[src/shared/adcf_map.vh]
// register map, field positions and code limits of the result formatter
// assumes inclusion by the formatter module only
`ifndef ADCF_MAP_VH
`define ADCF_MAP_VH

// ****************************************************************
// register byte addresses
// ****************************************************************
`define ADCF_ADDR_CHAN_REF 8'h00
`define ADCF_ADDR_CTRL_B 8'h04
`define ADCF_ADDR_RES_LOW 8'h08
`define ADCF_ADDR_RES_HIGH 8'h0c
`define ADCF_ADDR_STATUS 8'h10
`define ADCF_ADDR_MASK 8'h14

// ****************************************************************
// field positions
// ****************************************************************
`define ADCF_CHAN_MSB 5
`define ADCF_CHAN_LSB 0
`define ADCF_REF_MSB 7
`define ADCF_REF_LSB 6
`define ADCF_BIPOLAR_BIT 7
`define ADCF_DONE_BIT 0
`define ADCF_GAIN_BIT 0
`define ADCF_GRP_MSB 5
`define ADCF_GRP_LSB 3

// ****************************************************************
// reset values
// ****************************************************************
`define ADCF_CHAN_REF_RST 8'h00
`define ADCF_CTRL_B_RST 8'h00
`define ADCF_RESULT_RST 10'h000
`define ADCF_CHAN_RST 6'h00
`define ADCF_REF_RST 2'h0

// ****************************************************************
// codes and limits
// ****************************************************************
`define ADCF_CHAN_TEMP 6'h22
`define ADCF_CHAN_OFFS_LO 6'h23
`define ADCF_GRP_SE_LO 3'h0
`define ADCF_GRP_SE_HI 3'h4
`define ADCF_REF_INT_1V1 2'h2
`define ADCF_GAIN_HIGH 17'sh00014
`define ADCF_UNI_MAX 17'sh003ff
`define ADCF_UNI_MIN 17'sh00000
`define ADCF_BIP_MAX 17'sh001ff
`define ADCF_BIP_MIN 17'sh1fe00
`define ADCF_UNI_MAX_CODE 10'h3ff
`define ADCF_UNI_MIN_CODE 10'h000
`define ADCF_BIP_MAX_CODE 10'h1ff
`define ADCF_BIP_MIN_CODE 10'h200

`endif

[src/hw/adcf_result_fmt.v]
// result formatting, mode and channel selection for a 10-bit converter
// assumes an APB master on pclk and a converter core on the same clock
// that delivers a unity-gain signed code at the 1024/vref scale
`timescale 1ns/1ps
`include "adcf_map.vh"

module adcf_result_fmt (
  input wire pclk,
  input wire presetn,
  input wire psel,
  input wire penable,
  input wire pwrite,
  input wire [7:0] paddr,
  input wire [31:0] pwdata,
  output wire pready,
  output reg [31:0] prdata,
  output wire pslverr,
  input wire conv_busy,
  input wire conv_done,
  input wire [11:0] conv_raw,
  output wire [5:0] channel_select_field,
  output wire [1:0] reference_select_field,
  output wire gain_select_bit,
  output wire diff_mode,
  output wire bipolar_mode,
  output wire temp_sensor_en,
  output wire internal_ref_sel,
  output wire conv_done_flag,
  output wire irq
);

  // ****************************************************************
  // bus decode
  // ****************************************************************
  wire setup_ph;
  wire access_ph;
  wire wr_en;
  wire rd_setup;
  wire hit_chan;
  wire hit_ctrl;
  wire hit_low;
  wire hit_high;
  wire hit_stat;
  wire hit_mask;
  wire mapped;

  assign setup_ph = psel & ~penable;
  assign access_ph = psel & penable;
  assign wr_en = access_ph & pwrite;
  assign rd_setup = setup_ph & ~pwrite;
  assign hit_chan = (paddr == `ADCF_ADDR_CHAN_REF);
  assign hit_ctrl = (paddr == `ADCF_ADDR_CTRL_B);
  assign hit_low = (paddr == `ADCF_ADDR_RES_LOW);
  assign hit_high = (paddr == `ADCF_ADDR_RES_HIGH);
  assign hit_stat = (paddr == `ADCF_ADDR_STATUS);
  assign hit_mask = (paddr == `ADCF_ADDR_MASK);
  assign mapped = hit_chan | hit_ctrl | hit_low | hit_high | hit_stat | hit_mask;

  // zero wait states
  assign pready = 1'b1;
  assign pslverr = access_ph & ~mapped;

  // ****************************************************************
  // software registers
  // ****************************************************************
  reg [7:0] chan_ref_q;
  reg [7:0] ctrl_b_q;
  reg done_mask_q;

  always @(posedge pclk or negedge presetn) begin
    if (!presetn) begin
      chan_ref_q <= `ADCF_CHAN_REF_RST;
      ctrl_b_q <= `ADCF_CTRL_B_RST;
      done_mask_q <= 1'b0;
    end else if (wr_en) begin
      if (hit_chan) begin
        chan_ref_q <= pwdata[7:0];
      end
      if (hit_ctrl) begin
        ctrl_b_q <= pwdata[7:0];
      end
      if (hit_mask) begin
        done_mask_q <= pwdata[`ADCF_DONE_BIT];
      end
    end
  end

  // ****************************************************************
  // selection in effect
  // ****************************************************************
  // copies follow the software registers only while idle, so a write
  // during a conversion takes hold once it has finished
  wire [5:0] sel_chan_d;
  wire [1:0] sel_ref_d;
  wire [2:0] sel_grp_d;
  wire sel_se_lo_d;
  wire sel_se_hi_d;
  wire sel_diff_d;
  wire sel_gain_d;
  wire sel_temp_d;
  wire sel_iref_d;

  assign sel_chan_d = chan_ref_q[`ADCF_CHAN_MSB:`ADCF_CHAN_LSB];
  assign sel_ref_d = chan_ref_q[`ADCF_REF_MSB:`ADCF_REF_LSB];
  assign sel_grp_d = sel_chan_d[`ADCF_GRP_MSB:`ADCF_GRP_LSB];
  // single-ended: groups 000xxx and 100000..100010, all else differential
  assign sel_se_lo_d = (sel_grp_d == `ADCF_GRP_SE_LO);
  assign sel_se_hi_d = (sel_grp_d == `ADCF_GRP_SE_HI) && (sel_chan_d < `ADCF_CHAN_OFFS_LO);
  assign sel_diff_d = ~(sel_se_lo_d | sel_se_hi_d);
  // gain of twenty only for differential channels
  assign sel_gain_d = sel_diff_d & sel_chan_d[`ADCF_GAIN_BIT];
  assign sel_temp_d = (sel_chan_d == `ADCF_CHAN_TEMP);
  assign sel_iref_d = (sel_ref_d == `ADCF_REF_INT_1V1);

  // decoded flags registered with the copies, so they never glitch
  reg [5:0] act_chan_q;
  reg [1:0] act_ref_q;
  reg act_bip_q;
  reg act_diff_q;
  reg act_gain_q;
  reg act_temp_q;
  reg act_iref_q;

  always @(posedge pclk or negedge presetn) begin
    if (!presetn) begin
      act_chan_q <= `ADCF_CHAN_RST;
      act_ref_q <= `ADCF_REF_RST;
      act_bip_q <= 1'b0;
      act_diff_q <= 1'b0;
      act_gain_q <= 1'b0;
      act_temp_q <= 1'b0;
      act_iref_q <= 1'b0;
    end else if (!conv_busy) begin
      act_chan_q <= sel_chan_d;
      act_ref_q <= sel_ref_d;
      act_bip_q <= ctrl_b_q[`ADCF_BIPOLAR_BIT];
      act_diff_q <= sel_diff_d;
      act_gain_q <= sel_gain_d;
      act_temp_q <= sel_temp_d;
      act_iref_q <= sel_iref_d;
    end
  end

  assign channel_select_field = act_chan_q;
  assign reference_select_field = act_ref_q;
  assign gain_select_bit = act_gain_q;
  assign diff_mode = act_diff_q;
  assign bipolar_mode = act_bip_q;
  assign temp_sensor_en = act_temp_q;
  assign internal_ref_sel = act_iref_q;

  // ****************************************************************
  // result formatting
  // ****************************************************************
  wire signed [16:0] raw_ext;
  wire signed [16:0] gained;
  wire signed [16:0] half;
  reg [9:0] fmt_code;

  assign raw_ext = {{5{conv_raw[11]}}, conv_raw};
  // gain of twenty only for differential channels
  assign gained = gain_select_bit ? raw_ext * `ADCF_GAIN_HIGH : raw_ext;
  assign half = gained >>> 1;

  reg [9:0] bip_code;
  reg [9:0] uni_code;

  // two's complement, 512 scale, no clipping at zero
  always @* begin
    bip_code = `ADCF_BIP_MIN_CODE;
    if (half > `ADCF_BIP_MAX) begin
      bip_code = `ADCF_BIP_MAX_CODE;
    end else if (half < `ADCF_BIP_MIN) begin
      bip_code = `ADCF_BIP_MIN_CODE;
    end else begin
      bip_code = half[9:0];
    end
  end

  // single-ended and unipolar: one-sided 0..full code
  always @* begin
    uni_code = `ADCF_UNI_MIN_CODE;
    if (gained > `ADCF_UNI_MAX) begin
      uni_code = `ADCF_UNI_MAX_CODE;
    end else if (gained < `ADCF_UNI_MIN) begin
      uni_code = `ADCF_UNI_MIN_CODE;
    end else begin
      uni_code = gained[9:0];
    end
  end

  // bipolar coding only applies to differential channels
  always @* begin
    fmt_code = uni_code;
    if (act_diff_q && act_bip_q) begin
      fmt_code = bip_code;
    end
  end

  // ****************************************************************
  // result bytes
  // ****************************************************************
  reg [9:0] result_q;

  always @(posedge pclk or negedge presetn) begin
    if (!presetn) begin
      result_q <= `ADCF_RESULT_RST;
    end else if (conv_done) begin
      result_q <= fmt_code;
    end
  end

  wire [7:0] result_low_byte;
  wire [7:0] result_high_byte;

  assign result_low_byte = result_q[7:0];
  // bit 9 is the sign in bipolar mode
  assign result_high_byte = {6'h00, result_q[9:8]};

  // ****************************************************************
  // done flag and interrupt
  // ****************************************************************
  reg done_q;
  reg irq_q;
  wire done_clr;
  wire done_d;
  wire mask_d;

  assign done_clr = wr_en & hit_stat & pwdata[`ADCF_DONE_BIT];
  // a new completion wins over a clear in the same cycle
  assign done_d = (done_q & ~done_clr) | conv_done;
  // mask as it stands after this edge, so irq keeps step with the flag
  assign mask_d = (wr_en & hit_mask) ? pwdata[`ADCF_DONE_BIT] : done_mask_q;

  always @(posedge pclk or negedge presetn) begin
    if (!presetn) begin
      done_q <= 1'b0;
      irq_q <= 1'b0;
    end else begin
      done_q <= done_d;
      irq_q <= done_d & mask_d;
    end
  end

  assign conv_done_flag = done_q;
  assign irq = irq_q;

  // ****************************************************************
  // read data
  // ****************************************************************
  // captured in the setup phase so it stands through the access phase
  reg [31:0] rd_mux;

  always @* begin
    rd_mux = 32'h00000000;
    case (1'b1)
      hit_chan: begin
        rd_mux = {24'h000000, chan_ref_q};
      end
      hit_ctrl: begin
        rd_mux = {24'h000000, ctrl_b_q};
      end
      hit_low: begin
        rd_mux = {24'h000000, result_low_byte};
      end
      hit_high: begin
        rd_mux = {24'h000000, result_high_byte};
      end
      hit_stat: begin
        rd_mux = {31'h00000000, done_q};
      end
      hit_mask: begin
        rd_mux = {31'h00000000, done_mask_q};
      end
      default: begin
        rd_mux = 32'h00000000;
      end
    endcase
  end

  always @(posedge pclk or negedge presetn) begin
    if (!presetn) begin
      prdata <= 32'h00000000;
    end else if (rd_setup) begin
      prdata <= rd_mux;
    end
  end

endmodule

[config.mk]
export PLATFORM = sky130hd
export DESIGN_NAME = adcf_result_fmt
export DESIGN_NICKNAME = d
export VERILOG_FILES = /design/src/hw/adcf_result_fmt.v
export VERILOG_INCLUDE_DIRS = /design/src /design/src/shared
export SDC_FILE = /design/constraint.sdc
export NUM_CORES = 1
export LEC_CHECK = 0
export BUFFER_PORTS_ARGS = -buffer_cell sky130_fd_sc_hd__buf_2
export CAP_MARGIN = 20
export CORE_UTILIZATION = 52
export CTS_CLUSTER_SIZE = 25
export DETAILED_ROUTE_END_ITERATION = 6
export GPL_ROUTABILITY_DRIVEN = 0
export GPL_TIMING_DRIVEN = 0
export PLACE_DENSITY_LB_ADDON = 0.05
export SLEW_MARGIN = 10
export SYNTH_ARGS = -nofsm -noshare
export SYNTH_HDL_FRONTEND = slang
export SYNTH_SLANG_ARGS = --single-unit
[constraint.sdc]
create_clock -name pclk -period 2.6 [get_ports pclk]
set_input_delay 0.52 -clock pclk [delete_from_list [all_inputs] [get_ports pclk]]
set_output_delay 0.52 -clock pclk [all_outputs]
set_load 0.005 [all_outputs]
==> results.toml <==
[worst_hold_path]
worstHoldPathType = "in -> async"

[route]
drt_first_pass_iters = 6
ant_nets = 0
drt_first_iter_violations = 113
vias = 2782
drc = 10
routed_wl_um = 7560
vias_per_cell = 5.30
wl_per_cell_um = 14.4

[logic_synthesis]
synthTopCellsByArea = "dfrtp_1 (36%), mux2_2 (11%), ha_1 (7.5%)"
synth_area_um2 = 3490
yosys.area.top_type = "dfrtp_1"
syn_avg_cell_area_um2 = 9.93
seq_area_frac_synth = 0.359
postSynthCellCount = 351
ys_async_sr_fraction = 1.00
ys_seq_elements = 50
synth_edf_count = 0
synth_cell_types = 55
synth_flop_cell = "dfrtp_1"
synth_top_area_frac = 0.359
yosys_warnings = 0

[setup_path]
cp.arrival_ns = 3.05
path_class = "in -> reg"
path_cells = "buf_4, ha_1, ha_1, buf_4, nor2_1, mux2_2, a311oi_2, o211ai_1, and3_4, a211o_1, buf_6, a211oi_2, a211oi_2"
crit_required_ns = 2.79
cp_slowest_cell = "a211o_1"
worstSetupStartpointType = "input pin"
crit_fanout = 8
slowest_delay_ns = 0.32
endpoint_kind = "flip-flop"

[layout]
multi_input_area_um2 = 2260
final_nets = 528
seq_area_um2 = 1250
fillerInstances = 553
drive_above_1_share = 0.406
final_common_cell = "buf_2"
area_delta_synth_final_pct = 25.7
fin_cells = 525
antenna_cells_inserted = 0
layout_common_cells = "buf_2 (51), dfrtp_1 (50), nand2_1 (38)"

[run_status]
status = "complete, but fails checks"
violations = "DRC, setup timing"

[clock_network]
path_clk_slew_ns = 0.09
clk_latency_ns = 0.31
holdBufCountCts = 0
cts.sinks = 50
htreeDepth = 2
ctsRootBufferMaster = "clkbuf_8"
cts_buffer_depth = 2
cts_inserted_buffers = 5
cts_tree = "built"

[global_routing]
antenna_found_initial = 0
grt_usage = 0.227
grt_overflow = 0
grt_pass1_wl_um = 12900
grt_max_degree = 51
grt_pass1_vias = 2727

[power]
power.density_nw_per_um2 = 406
power_leakage_uw = 0.00210
max-vdd-ir-drop_uv = 211

[timing]
max_freq_mhz = 349
slew_viol_final = 0
fin_crit_ns = 2.86
period_share = 1.10
final-hold-violation-count = 0
rsz0062_at_grt = "yes"
tightestPinTransition_ns = 0.650
setup_slack_ns = -0.265
fin_skew_ns = 0.0106
fin_hold_ws_ns = 0.104
slew-limit-headroom = 0.564
setup_viol = 10

[floorplan]
core_um2 = 6420
die_x_um = 83.9
fp.dieH_um = 83.9
io_pins = 108
fp-row-count = 29
start_util = 0.543
dieArea_um2 = 7040

[flow_run]
drv_cap = 0

[placement]
io_buffers = 55
hpwl_um = 5740
placedCellCount = 506
where the power goes:
part           switching [uW]  internal (uW)
Combinational             266            254
Clock                     252            190
Sequential               17.1            802
Total                     535           1250
cell type report:
type / instances / share of cell area
Sequential cell: 50 / 0.285
Multi-Input combinational cell: 277 / 0.515
Buffer: 40 / 0.0622
Timing Repair Buffer: 66 / 0.0902
Tap cell: 77 / 0.0220
Clock buffer: 6 / 0.0166
Clock inverter: 2 / 0.00314
Inverter: 7 / 0.00599
flip-flops by register name, summed over array words and instances, names as in the netlist, 2 cells and up:
| name | flops |
|---|---|
| prdata | 8 |
| ctrl_b_q | 8 |
| channel_select_field | 6 |
| reference_select_field | 2 |
| chan_ref_q | 8 |
| result_q | 10 |
worst max-delay path: cells and delay by family:
kind / cells / cell delay (ns)
compound gates: 5 / 1.01
fa+ha+maj: 2 / 0.56
buf+inv: 3 / 0.45
mux: 1 / 0.27
simple gates: 2 / 0.25
path summary, 6_finish.rpt:
path | to | cells past startpoint | start | slack [ns]
min in group pclk | ctrl_b_q[2] | 2 | pwdata[2] | 0.45
max in group asynchronous | prdata[0] | 2 | presetn | 1.99
worst min-delay path | channel_select_field[2] | 1 | presetn | 0.10
worst max-delay path | result_q[5] | 13 | conv_raw[11] | -0.26
worst min register to register | prdata[4] | 2 | prdata[4] | 0.48
worst max register to register | result_q[5] | 8 | gain_select_bit | 0.50
routing by layer:
layer,vias up,part of all wire,track usage
met5,-,0,0
met4,0,0.020,0.0815
met3,14,0.027,0.0307
met2,59,0.51,0.390
met1,1307,0.44,0.292
li1,1402,-,-
cell usage after synthesis (3+ instances only):
cell type / count
o21ai_0: 9
inv_1: 7
a211oi_2: 11
nand3_1: 5
mux2_2: 34
a21oi_1: 14
nor3_1: 3
a21o_1: 4
ha_1: 21
xnor2_1: 7
or3_1: 3
and3_1: 3
dfrtp_1: 50
a211oi_1: 10
nor2_1: 32
nand2b_1: 3
o31ai_1: 8
o211ai_1: 3
mux2i_1: 8
nand2_1: 38
clkbuf_1: 9
buf_4: 25
through the flow:
step	power, uW	TNS (ns)	area (um^2)	utilization	setup WS, ns
6_report	1780	-2.34	4380	0.683	-0.265
5_1_grt	1880	-3.51	4380	0.683	-0.389
4_1_cts	1770	-1.99	4310	0.671	-0.232
3_5_place_dp	1280	-8.92	4020	0.625	-0.844
3_3_place_gp	1270	-8.65	4020	0.625	-0.810
2_1_floorplan	1160	-3.58	3640	-	-0.398
repair_timing:
| action | CTS | global route |
|---|---|---|
| pin swaps | 10 | 1 |
| cloned | 2 | 0 |
| buffers inserted | 7 | 1 |
| resized for setup | 30 | 6 |
| endpoints found under the setup margin | 10 | 10 |
kinds of logic (layout without fill, tap and decap cells):
| family | after synthesis | in the layout | share of synthesized area |
|---|---|---|---|
| and+or+nand+nor | 102 | 102 | 0.143 |
| xor gates and xnor gates | 9 | 9 | 0.0226 |
| DFF | 50 | 50 | 0.359 |
| adders and majority gates | 22 | 22 | 0.0811 |
| AOI/OAI and AO/OA | 76 | 76 | 0.171 |
| buffers and inverters | 47 | 121 | 0.0825 |
| other | 2 | 25 | 0.00215 |
| muxes | 43 | 43 | 0.139 |
(Power assumes the default switching activity.)
